<file path="config.mk">
export PLATFORM = sky130hd
export DESIGN_NAME = scfl_master
export DESIGN_NICKNAME = d
export VERILOG_FILES = /design/src/scfl_fifo.v /design/src/scfl_master.v
export VERILOG_INCLUDE_DIRS = /design/src
export SDC_FILE = /design/constraint.sdc
export NUM_CORES = 1
export LEC_CHECK = 0
export BUFFER_PORTS_ARGS = -buffer_cell sky130_fd_sc_hd__buf_2
export CORE_ASPECT_RATIO = 1.1
export CORE_MARGIN = 3
export CORE_UTILIZATION = 50
export CTS_BUF_LIST = sky130_fd_sc_hd__clkbuf_16
export CTS_CLUSTER_DIAMETER = 120
export CTS_CLUSTER_SIZE = 10
export DETAILED_ROUTE_END_ITERATION = 10
export GPL_TIMING_DRIVEN = 0
export PLACE_DENSITY = 0.67
export SLEW_MARGIN = 20
export SYNTH_ARGS = -nofsm -noshare
export SYNTH_HDL_FRONTEND = slang
export SYNTH_SLANG_ARGS = --single-unit
</file>
<file path="constraint.sdc">
create_clock -name clk -period 2.9 [get_ports clk]
set_input_delay 0.435 -clock clk [delete_from_list [all_inputs] [get_ports clk]]
set_output_delay 0.435 -clock clk [all_outputs]
set_load 0.05 [all_outputs]
</file>
<file path="src/scfl_defs.vh">
/*
  constants for the serial configuration flash link master
  assumes a 20 MHz system clock and a flash answering msb first
*/
`ifndef SCFL_DEFS_VH
`define SCFL_DEFS_VH
// ----------------------------------------
// link framing
// ----------------------------------------
`define SCFL_READ_OPCODE   8'h03
`define SCFL_OPCODE_BITS   8
`define SCFL_ADDR_BITS     24
`define SCFL_CLK_DIV       4
`define SCFL_ERASED_BYTE   8'hff
// ----------------------------------------
// status handshake timing (cycles at 20 MHz)
// ----------------------------------------
`define SCFL_STATUS_PULSE_NS   2000
`define SCFL_STATUS_PULSE_CYC  ((`SCFL_STATUS_PULSE_NS + 49) / 50)
`define SCFL_INIT_CYCLES       64
`endif

</file>
<file path="src/scfl_fifo.v">
/*
  small synchronous fifo for received configuration bytes
  assumes both sides run on clk with the synchronous active low reset
*/
`timescale 1ns/1ns
module scfl_fifo #(
  parameter WIDTH = 8,
  parameter DEPTH = 4,
  parameter AW    = 2
) (
  input  wire             clk,      // system clock
  input  wire             rst_b,    // synchronous reset, active low
  input  wire             in_valid, // write request
  output wire             in_ready, // space available
  input  wire [WIDTH-1:0] in_data,  // write data
  output wire             out_valid,// data available
  input  wire             out_ready,// reader accepts
  output reg  [WIDTH-1:0] out_data  // registered read data
);
  reg [WIDTH-1:0] mem [0:DEPTH-1];
  reg [AW:0]      wr_q;
  reg [AW:0]      rd_q;
  reg [AW:0]      cnt_q;
  reg             vld_q;
  wire            push;
  wire            pop;
  wire            load;

  assign in_ready  = (cnt_q != DEPTH[AW:0]);
  assign push      = in_valid & in_ready;
  assign out_valid = vld_q;
  // while the fifo holds a byte, the output register is refilled whenever it is empty or being taken
  assign load      = (cnt_q != {(AW+1){1'b0}}) & (~vld_q | out_ready);
  assign pop       = load;

  always @(posedge clk)
  begin
    if (push)
      mem[wr_q[AW-1:0]] <= in_data;
    if (!rst_b)
    begin
      wr_q     <= {(AW+1){1'b0}};
      rd_q     <= {(AW+1){1'b0}};
      cnt_q    <= {(AW+1){1'b0}};
      vld_q    <= 1'b0;
      out_data <= {WIDTH{1'b0}};
    end
    else
    begin
      if (push)
        wr_q <= wr_q + 1'b1;
      if (pop)
      begin
        rd_q     <= rd_q + 1'b1;
        out_data <= mem[rd_q[AW-1:0]];
      end
      if (push & ~pop)
        cnt_q <= cnt_q + 1'b1;
      else if (pop & ~push)
        cnt_q <= cnt_q - 1'b1;
      if (load)
        vld_q <= 1'b1;
      else if (out_ready)
        vld_q <= 1'b0;
    end
  end
endmodule

</file>
<file path="src/scfl_master.v">
/*
  active serial configuration master: reads a configuration image from a
  serial flash and streams its bytes out, then runs the done/init handshake.
  assumes the flash changes its data on falling serial_clock edges and that
  config_complete has an external pull-up resistor.
*/
`timescale 1ns/1ns
`include "scfl_defs.vh"

// Notes on behaviour
// - the master generates serial_clock; the flash has no clock of its own
// - master drives master_select_out_n low before any transfer
// - after select, opcode then address go out on master_serial_out
// - master captures each returned bit on the following falling edge
// - missing or early config_complete makes master pulse config_status_n low
// - on success master releases open-drain config_complete for pull-up
// - initialization starts after config_complete high, then user mode
// - config_request_n is held low until flash supplies are ready
// - only first device is active serial; followers strap passive serial
// - one flash per chain; image must fit one device
// - opcodes, addresses and data travel msb first
module scfl_master #(
  parameter [23:0] START_ADDR  = 24'h000000,
  parameter [23:0] IMAGE_BYTES = 24'h000010,
  parameter        CLK_DIV     = `SCFL_CLK_DIV,
  parameter        INIT_CYCLES = `SCFL_INIT_CYCLES
) (
  input  wire       clk,                  // system clock, 20 MHz
  input  wire       rst_b,                // synchronous reset, active low
  input  wire       config_request_n,     // pin: low holds off configuration
  input  wire [1:0] config_scheme_strap,  // pin strap: 2'h1 active serial, else idle
  output reg        serial_clock,         // link clock to flash
  output reg        master_select_out_n,  // flash chip select, active low
  output reg        master_serial_out,    // opcode/address to flash
  input  wire       master_serial_in,     // data from flash (pin)
  output reg        config_status_n,      // status, active low pulse on error
  input  wire       config_complete_in,   // done pin level
  output reg        config_complete_out,  // done pin drive value (low)
  output reg        config_complete_oe,   // done pin enable, high while driving
  output wire       data_valid,           // configuration byte available
  input  wire       data_ready,           // consumer accepts byte
  output wire [7:0] data_byte,            // configuration byte
  output reg        user_mode,            // configuration and init finished
  output reg        erased_seen           // every byte read so far was 8'hff
);
  // ----------------------------------------
  // states
  // ----------------------------------------
  localparam [2:0] ST_IDLE = 3'h0;
  localparam [2:0] ST_CMD  = 3'h1;
  localparam [2:0] ST_DATA = 3'h2;
  localparam [2:0] ST_END  = 3'h3;
  localparam [2:0] ST_ERR  = 3'h4;
  localparam [2:0] ST_INIT = 3'h5;
  localparam [2:0] ST_USER = 3'h6;
  localparam [1:0] STRAP_AS = 2'h1;
  localparam [7:0] READ_OP = `SCFL_READ_OPCODE;
  localparam integer PULSE_INT = `SCFL_STATUS_PULSE_CYC;
  localparam [15:0] PULSE_CYC = PULSE_INT[15:0];

  reg  [2:0]  state_q;
  reg  [7:0]  div_q;
  reg  [5:0]  bit_q;
  reg  [31:0] cmd_q;
  reg  [7:0]  shift_q;
  reg  [2:0]  rx_cnt_q;
  reg  [23:0] bytes_q;
  reg  [15:0] wait_q;
  reg         rx_ok_q;
  reg  [7:0]  byte_q;
  reg         req_m_q, req_q, din_m_q, din_q, done_m_q, done_q;
  reg  [1:0]  strap_m_q, strap_q;
  wire        fifo_ready;
  wire        fall;
  wire        rise;

  // ----------------------------------------
  // pin synchronisers
  // ----------------------------------------
  always @(posedge clk)
  begin
    if (!rst_b)
    begin
      req_m_q  <= 1'b0;
      req_q    <= 1'b0;
      din_m_q  <= 1'b1;
      din_q    <= 1'b1;
      done_m_q <= 1'b0;
      done_q   <= 1'b0;
      // a strap of 0 keeps the master idle until the real strap is through
      strap_m_q <= 2'h0;
      strap_q   <= 2'h0;
    end
    else
    begin
      req_m_q  <= config_request_n;
      req_q    <= req_m_q;
      din_m_q  <= master_serial_in;
      din_q    <= din_m_q;
      done_m_q <= config_complete_in;
      done_q   <= done_m_q;
      strap_m_q <= config_scheme_strap;
      strap_q   <= strap_m_q;
    end
  end

  // divider phases; a falling edge is only taken when the fifo can absorb a
  // byte, so back-pressure simply stretches serial_clock high
  assign rise = (div_q == CLK_DIV[7:0] - 8'h1) & ~serial_clock;
  assign fall = (div_q == CLK_DIV[7:0] - 8'h1) & serial_clock & fifo_ready;

  // ----------------------------------------
  // transfer state machine
  // ----------------------------------------
  always @(posedge clk)
  begin
    if (!rst_b)
    begin
      state_q             <= ST_IDLE;
      div_q               <= 8'h0;
      bit_q               <= 6'h0;
      cmd_q               <= 32'h0;
      shift_q             <= 8'h0;
      rx_cnt_q            <= 3'h0;
      bytes_q             <= 24'h0;
      wait_q              <= 16'h0;
      rx_ok_q             <= 1'b0;
      byte_q              <= 8'h0;
      serial_clock        <= 1'b0;
      master_select_out_n <= 1'b1;
      master_serial_out   <= 1'b0;
      config_status_n     <= 1'b1;
      config_complete_out <= 1'b0;
      config_complete_oe  <= 1'b1;
      user_mode           <= 1'b0;
      erased_seen         <= 1'b1;
    end
    else
    begin
      rx_ok_q <= 1'b0;
      if (state_q == ST_CMD || state_q == ST_DATA)
      begin
        if (rise || fall)
          div_q <= 8'h0;
        else if (div_q != CLK_DIV[7:0] - 8'h1)
          div_q <= div_q + 8'h1;
      end
      case (state_q)
        ST_IDLE:
        begin
          // hold off while request is low or strap is not active serial
          if (req_q && strap_q == STRAP_AS)
          begin
            master_select_out_n <= 1'b0;
            cmd_q               <= {`SCFL_READ_OPCODE, START_ADDR};
            master_serial_out   <= READ_OP[7];
            bit_q               <= 6'h0;
            bytes_q             <= 24'h0;
            // the done timeout reuses wait_q, so it must not start from a stale count
            wait_q              <= 16'h0;
            div_q               <= 8'h0;
            erased_seen         <= 1'b1;
            state_q             <= ST_CMD;
          end
        end
        ST_CMD:
        begin
          if (rise)
            serial_clock <= 1'b1;
          else if (fall)
          begin
            serial_clock <= 1'b0;
            cmd_q        <= {cmd_q[30:0], 1'b0};
            master_serial_out <= cmd_q[30];
            bit_q        <= bit_q + 6'h1;
            if (bit_q == `SCFL_OPCODE_BITS + `SCFL_ADDR_BITS - 1)
            begin
              rx_cnt_q <= 3'h0;
              state_q  <= ST_DATA;
            end
          end
        end
        ST_DATA:
        begin
          if (rise)
            serial_clock <= 1'b1;
          else if (fall)
          begin
            serial_clock <= 1'b0;
            // the edge that ends the last address bit launches the first data
            // bit, so each fall here latches the bit launched one fall before
            shift_q  <= {shift_q[6:0], din_q};
            rx_cnt_q <= rx_cnt_q + 3'h1;
            if (rx_cnt_q == 3'h7)
            begin
              byte_q  <= {shift_q[6:0], din_q};
              rx_ok_q <= 1'b1;
              if ({shift_q[6:0], din_q} != `SCFL_ERASED_BYTE)
                erased_seen <= 1'b0;
              bytes_q <= bytes_q + 24'h1;
              if (bytes_q == IMAGE_BYTES - 24'h1)
                state_q <= ST_END;
            end
          end
          if (done_q)
          begin
            master_select_out_n <= 1'b1;
            serial_clock        <= 1'b0;
            wait_q              <= 16'h0;
            state_q             <= ST_ERR;
          end
        end
        ST_END:
        begin
          master_select_out_n <= 1'b1;
          config_complete_oe  <= 1'b0;
          wait_q              <= wait_q + 16'h1;
          if (done_q)
          begin
            wait_q  <= 16'h0;
            state_q <= ST_INIT;
          end
          else if (wait_q == PULSE_CYC)
          begin
            wait_q  <= 16'h0;
            state_q <= ST_ERR;
          end
        end
        ST_ERR:
        begin
          config_complete_oe <= 1'b1;
          config_status_n    <= 1'b0;
          wait_q             <= wait_q + 16'h1;
          if (wait_q == PULSE_CYC)
          begin
            config_status_n <= 1'b1;
            state_q         <= ST_IDLE;
          end
        end
        ST_INIT:
        begin
          wait_q <= wait_q + 16'h1;
          if (wait_q == INIT_CYCLES[15:0] - 16'h1)
            state_q <= ST_USER;
        end
        ST_USER:
        begin
          user_mode <= 1'b1;
          if (!req_q)
          begin
            user_mode          <= 1'b0;
            config_complete_oe <= 1'b1;
            state_q            <= ST_IDLE;
          end
        end
        default:
          state_q <= ST_IDLE;
      endcase
    end
  end

  // ----------------------------------------
  // received byte buffer
  // ----------------------------------------
  scfl_fifo #(
    .WIDTH (8),
    .DEPTH (4),
    .AW    (2)
  ) u_fifo (
    .clk       (clk),
    .rst_b     (rst_b),
    .in_valid  (rx_ok_q),
    .in_ready  (fifo_ready),
    .in_data   (byte_q),
    .out_valid (data_valid),
    .out_ready (data_ready),
    .out_data  (data_byte)
  );
endmodule

</file>
* After elaboration in Yosys (flattened, before gate mapping)
Memories as Yosys holds them, arrays and structs flattened. A register that Yosys moved wholly into a read port is not among the register bits.
Index checks and enable logic that the tools add are counted.
Widths: inputs -> output; s select.
** Storage, ports and cells
- Register bits after elaboration :: 134
- RAM bits :: 32
- Bits of input ports :: 8
- Output and inout port bits :: 17
- Logic and storage cells :: 185
- Memories :: 1
** Memory list
- u_fifo.mem :: words 4, width 8, rd ports 1, clocked after memory_dff 1, write ports 1, RTL line scfl_fifo.v:20 : reg [WIDTH-1:0] mem [0:DEPTH-1];
** Operators by class
- Add/subtract/negate cells :: 9
- Equal/unequal tests :: 33
- Mux-type cells :: 71
- Bitwise gates (word level) :: 16
- Reduce and logical (&&, ||, !) cells :: 26
** Operators by type and width (number)
- $mux 24 :: 4
- $mux 31 :: 3
- $mux 16 :: 4
- $pmux 16 s4 :: 1
- $mux 3 :: 21
- $pmux 31 s2 :: 1
- $pmux 24 s2 :: 1
- $mux 8 :: 5
- $eq 16x6->1 const B :: 2
- $add 24x1->24 const B :: 1
- $eq 24x4->1 const B :: 1
- $pmux 3 s7 :: 1
- $mux 1 :: 20
- $mux 6 :: 3
- $ne 2x2->1 const B :: 9
- $add 16x1->16 const B :: 1
- $add 3x1->3 const B :: 4
- $eq 3x3->1 const B :: 4
- $ne 3x3->1 const B :: 4
- $pmux 6 s2 :: 1
- $reduce_and 12->1 :: 1
- $reduce_and 6->1 :: 2
- $reduce_bool 2->1 :: 5
- $reduce_and 3->1 :: 3
- 29 further kinds :: 53

* Logic depth before layout (Yosys ltp)
- Depth in word-level cells :: 8
- Depth in mapped cells :: 10
- Gate-level depth less buffers :: 9

* Cells and area by module
Synthesis repeated with hierarchy kept, for this count alone.
** Unflattened totals
- Cell total of the unflattened synthesis :: 647
- Area, all modules :: 6452.4 µm²
** Modules (own cells, without submodules)
- scfl_master :: times used 1, cells each 526, area an instance 4534.3 µm², sequential area each 2001.9 µm²
- scfl_fifo :: times used 1, cells each 121, area an instance 1918.1 µm², sequential area each 1281.2 µm²

* Least setup slack after synthesis
No wires, ideal clock.
- Kind :: reg2reg
- From :: register u_fifo.cnt_q[0]
- To :: register u_fifo.cnt_q[2]
- Library setup time :: 71 ps
- Arrival time :: 2179 ps
- Required time :: 2829 ps
- Setup slack :: 650 ps
- Cell stages (with the launch flop) :: 11
- Path buffers :: 2
- Clock period less this slack :: 2250 ps
- Cell sequence :: dfxtp_1 -> or3b_2 -> clkbuf_1 -> and2_1 -> clkbuf_1 -> ha_1 -> inv_1 -> fa_1 -> xor2_1 -> or3_1 -> a21oi_1
** On the way
- Word-level cells in the longest chain between the ends :: 5
- Elaborated cells on any way between the ends :: 13
- Classes of those cells :: add/sub: 2; eq/ne: 1; mux: 2; bitwise: 6; reduce/logical: 2
** RTL lines
- start: declaration :: RTL line scfl_fifo.v:23 : reg [AW:0] cnt_q;
- start signal: assignment :: RTL line scfl_fifo.v:44 : cnt_q <= {(AW+1){1'b0}};
- start signal: assignment :: RTL line scfl_fifo.v:58 : cnt_q <= cnt_q + 1'b1;
- start signal: assignment :: RTL line scfl_fifo.v:60 : cnt_q <= cnt_q - 1'b1;
- $ne 3x3->1 (*) :: RTL line scfl_fifo.v:29 : assign in_ready = (cnt_q != DEPTH[AW:0]);
- $and 1x1->1 (*) :: RTL line scfl_fifo.v:30 : assign push = in_valid & in_ready;
- named net u_fifo.push :: RTL line scfl_fifo.v:25 : wire push;
- $not 1->1 :: RTL line scfl_fifo.v:59 : else if (pop & ~push)
- $and 1x1->1 :: RTL line scfl_fifo.v:59
- $reduce_bool 2->1 (no source line)
The timed path passes the listed nets; every way through them passes the cells marked *. The select of a mux whose other input is x is not followed.
A chain may end at the register's enable or synchronous reset.

* Worst setup path after layout
- From :: register div_q[0]
- To :: register bytes_q[19]
** On the way
- Word-level cells in the longest chain between the ends :: 5
- Elaborated cells on any way between the ends :: 7
- Classes of those cells :: eq/ne: 3; bitwise: 3; reduce/logical: 1
** RTL lines
- start: declaration :: RTL line scfl_master.v:62 : reg [7:0] div_q;
- start signal: assignment :: RTL line scfl_master.v:146 : div_q <= div_q + 8'h1;
- $eq 8x2->1 (*) :: RTL line scfl_master.v:109, scfl_master.v:110
- $and 1x1->1 (2 in a row) :: RTL line scfl_master.v:110 : assign fall = (div_q == CLK_DIV[7:0] - 8'h1) & serial_clock & fifo_ready;
- $ne 2x2->1 (no source line)
- $reduce_and 5->1 (no source line) (*)
- end signal: assignment :: RTL line scfl_master.v:200 : bytes_q <= bytes_q + 24'h1;
- end: declaration :: RTL line scfl_master.v:67 : reg [23:0] bytes_q;
Mark *: on every way between the ends. The rest lies on a longest branch, timed or not.

==> summary.txt <==
STA
  • Clock Skews: 0.009132 ns
  • Slew of the pin with the lowest slew margin: 0.7908 ns
  • Setup ws final: 0.3438 ns
  • Fin Setup TNS: 0 ns
  • Endpoints failing hold: 0
  • Slew Viols, Final: 0
  • Final setup viols: 0
  • Worst slew margin: 47.28%
  • Unrepaired setup endpoints after global routing: no
  • Fmax: 0.3912 GHz
  • Final period util: 88.15%
  • Min cycle time layout: 2.556 ns

Setup path
  • Crit end category: flip-flop
  • Crit Path Category: flip-flop to flip-flop
  • Crit Path Max Fanout: 10
  • Worst Path Arrival: 2.84 ns
  • Worst EP required: 3.19 ns
  • Startpoint Class: flip-flop

Synth
  • EDFF count, synth: 32
  • YS warnings: 0
  • Post-synthesis sequential area ratio: 52.34%
  • Mean post-synth cell area: 9.972 sq um
  • FF+latch count, synth: 148
  • Mapped Area: 6272 sq um
  • Post-synth cell types: 60
  • Syn_nets: 650
  • Share of flip-flops with an asynchronous set or reset: 0%
  • Top FF cell, synth: dfxtp_1
  • Cells after synthesis: 629

Routing
  • 1st-pass router iterations: 4
  • Final ANT Viol Nets: 0
  • Final WL: 12.10 mm
  • Initial DRC Count: 202
  • WL/cell: 14.46 microns
  • Vias after detailed routing: 4488
  • Via density: 5.362
  • Residual DRC count: 0

Power and ir drop
  • Pleak: 2.708 nW
  • Worst VDD drop: 0.0005019 V
  • Total power: 5.392 mW
  • Pwr per Cell Area: 752.7 nW/um^2

CTS
  • Clock tree root driver cell: clkbuf_16
  • Worst-Skew Late Latency: 0.42 ns
  • CTS tree: done
  • Hold-fix buffer count after cts: 0
  • H-tree depth: 4
  • Setup bufs post-CTS: 0
  • Clk pin slew, worst setup/hold paths: 0.06 ns
  • Post-CTS sizing: 0
  • TritonCTS buffer count: 17
  • Clk buf depth: 2
  • CTS sink count: 148

Global routing
  • First-pass GRT wire length: 20.60 mm
  • Vias in the first global route: 4432
  • GRT Overall Usage: 18.39%
  • Initial antenna violation count: 0
  • Largest net degree at the start of global routing: 17
  • Total grt overflow: 0

Run status
  • Status: completed

Floorplan
  • Initial Util: 51.67%
  • Core ar.: 12140 sq um
  • Die W: 112.8 microns
  • Die H: 123.5 microns
  • Rows: 42
  • IO Pins: 25
  • Die Area: 13930 sq um

Placement
  • RePlAce Congestion: 0.8295
  • Placed instance count: 805
  • Port Buffers: 22
  • Hpwl dp: 8.543 mm
  • DP Worst Slack: 0.2012 ns

Finish
  • Layout cells sized above 1: 12.30%
  • Final Net Count: 691
  • Ant. Diodes: 0
  • Synth-to-layout area growth: 14.22%
  • Final core occ: 59.02%
  • Final Non-Filler Cells: 837

Min path
  • HP Class: input pin to flip-flop

Flow run
  • Max Cap Viol: 0
[synth_stat cells, types with 4 or more instances]
master / n / area, sq um
ha_1: 12 / 150.1
nor4_1: 7 / 43.79
mux4_2: 8 / 180.2
edfxtp_1: 32 / 960.9
or3b_2: 4 / 35.03
mux2i_1: 11 / 110.1
and3_1: 15 / 93.84
and2_1: 15 / 93.84
a21oi_1: 39 / 195.2
or4_1: 4 / 30.03
nor3_1: 8 / 40.04
nand2_1: 69 / 259.0
xnor2_1: 10 / 87.58
buf_6: 5 / 56.30
o21ai_0: 11 / 55.05
nand4_1: 22 / 137.6
or3_1: 5 / 31.28
inv_1: 11 / 41.29
nor2_1: 78 / 292.8
nand3_1: 33 / 165.2
nand2b_1: 4 / 25.02
clkbuf_1: 18 / 67.56
and4_1: 4 / 35.03
dfxtp_1: 116 / 2322
xor2_1: 45 / 394.1
[placed cells by master (no fill, tap or decap), types with 4 or more instances in the layout]
master | synthesis | routed
nor2_1 | 78 | 78
buf_2 | 2 | 24
nor4_1 | 7 | 7
and3_1 | 15 | 15
ha_1 | 12 | 12
edfxtp_1 | 32 | 32
clkbuf_1 | 18 | 18
nand4_1 | 22 | 22
xnor2_1 | 10 | 10
and2_1 | 15 | 15
mux2i_1 | 11 | 11
inv_1 | 11 | 11
o21ai_0 | 11 | 11
a21oi_1 | 39 | 39
xor2_1 | 45 | 45
clkbuf_16 | 0 | 17
dfxtp_1 | 116 | 116
nand2b_1 | 4 | 4
mux4_2 | 8 | 8
nand3_1 | 33 | 33
nand2_1 | 69 | 69
or4_1 | 4 | 4
buf_6 | 5 | 5
or3_1 | 5 | 5
or3b_2 | 4 | 4
and4_1 | 4 | 4
nor3_1 | 8 | 8
[power by group]
| group | total [mW] | leakage [nW] | switching, mW | internal [mW] |
|---|---|---|---|---|
| Sequential | 2.29 | 1.24 | 0.0776 | 2.21 |
| Combinational | 0.975 | 1.19 | 0.638 | 0.337 |
| Clock | 2.13 | 0.283 | 0.857 | 1.27 |
[metrics by stage]
| stage | area, sq um | hold WS (ns) |
|---|---|---|
| global placement | 6575 | 0.3966 |
| detailed placement | 6575 | 0.3966 |
| global route | 7164 | 0.1952 |
| CTS | 7156 | 0.1892 |
| floorplan | 6272 | 0.3863 |
| finish | 7164 | 0.2040 |
[area by class of cell]
cell class / instances / area (sq um)
Fill cell: 1043 / 4975
Sequential cell: 148 / 3283
Multi-Input combinational cell: 438 / 2775
Clock buffer: 17 / 425.4
Tap cell: 154 / 192.7
Buffer: 30 / 173.9
Clock inverter: 15 / 155.1
Timing Repair Buffer: 22 / 110.1
Inverter: 13 / 48.80
[cell families (layout without fill, tap and decap cells)]
| logic type | Yosys count | count (layout) | synth area share [%] |
|---|---|---|---|
| flip-flops | 148 | 148 | 52.34 |
| buffers and inverters | 43 | 97 | 3.551 |
| other | 1 | 1 | 0.05979 |
| XOR/XNOR | 55 | 55 | 7.680 |
| AND/OR/NAND/NOR | 282 | 282 | 22.48 |
| AO/OA/AOI/OAI | 68 | 68 | 6.543 |
| adder cells (fa/ha/maj) | 13 | 13 | 2.713 |
| multiplexers | 19 | 19 | 4.628 |
[worst max-delay path: stages (launching register included)]
cell and delay [ns]:
dfxtp_1 0.37, ha_1 0.24, nor3b_1 0.35, a41oi_1 0.33, nor4_1 0.45, buf_2 0.31, nand3_1 0.13, xor2_1 0.18
nor2_1 0.06
[path summary, 6_finish.rpt]
kind	startpoint	end	slack [ns]	cells past startpoint
worst max-delay path	div_q[0]	bytes_q[19]	0.34	8
worst min register to register	din_m_q	din_q	0.41	1
worst max register to register	div_q[0]	bytes_q[19]	0.34	8
worst min-delay path	master_serial_in	din_m_q	0.20	2
[registers in the layout (all words and copies together), names as in the netlist, 3 cells and up]
register	flops
bit_q	6
byte_q	8
bytes_q	24
cmd_q	7
div_q	8
rx_cnt_q	3
shift_q	7
state_q	3
u_fifo.cnt_q	3
u_fifo.mem	32
u_fifo.out_data	8
wait_q	16
[layer usage]
layer / vias to the layer above / wire length (microns) / track usage [%] / part of all wire (%)
met5: - / 0 / 0 / 0
li1: 2281 / - / - / -
met1: 2133 / 5445 / 21.78 / 45
met2: 68 / 6192 / 32.59 / 51
met4: 0 / 82 / 6.236 / 0.68
met3: 6 / 378 / 4.699 / 3.1
Note: power is estimated with default switching activity, not from simulation.
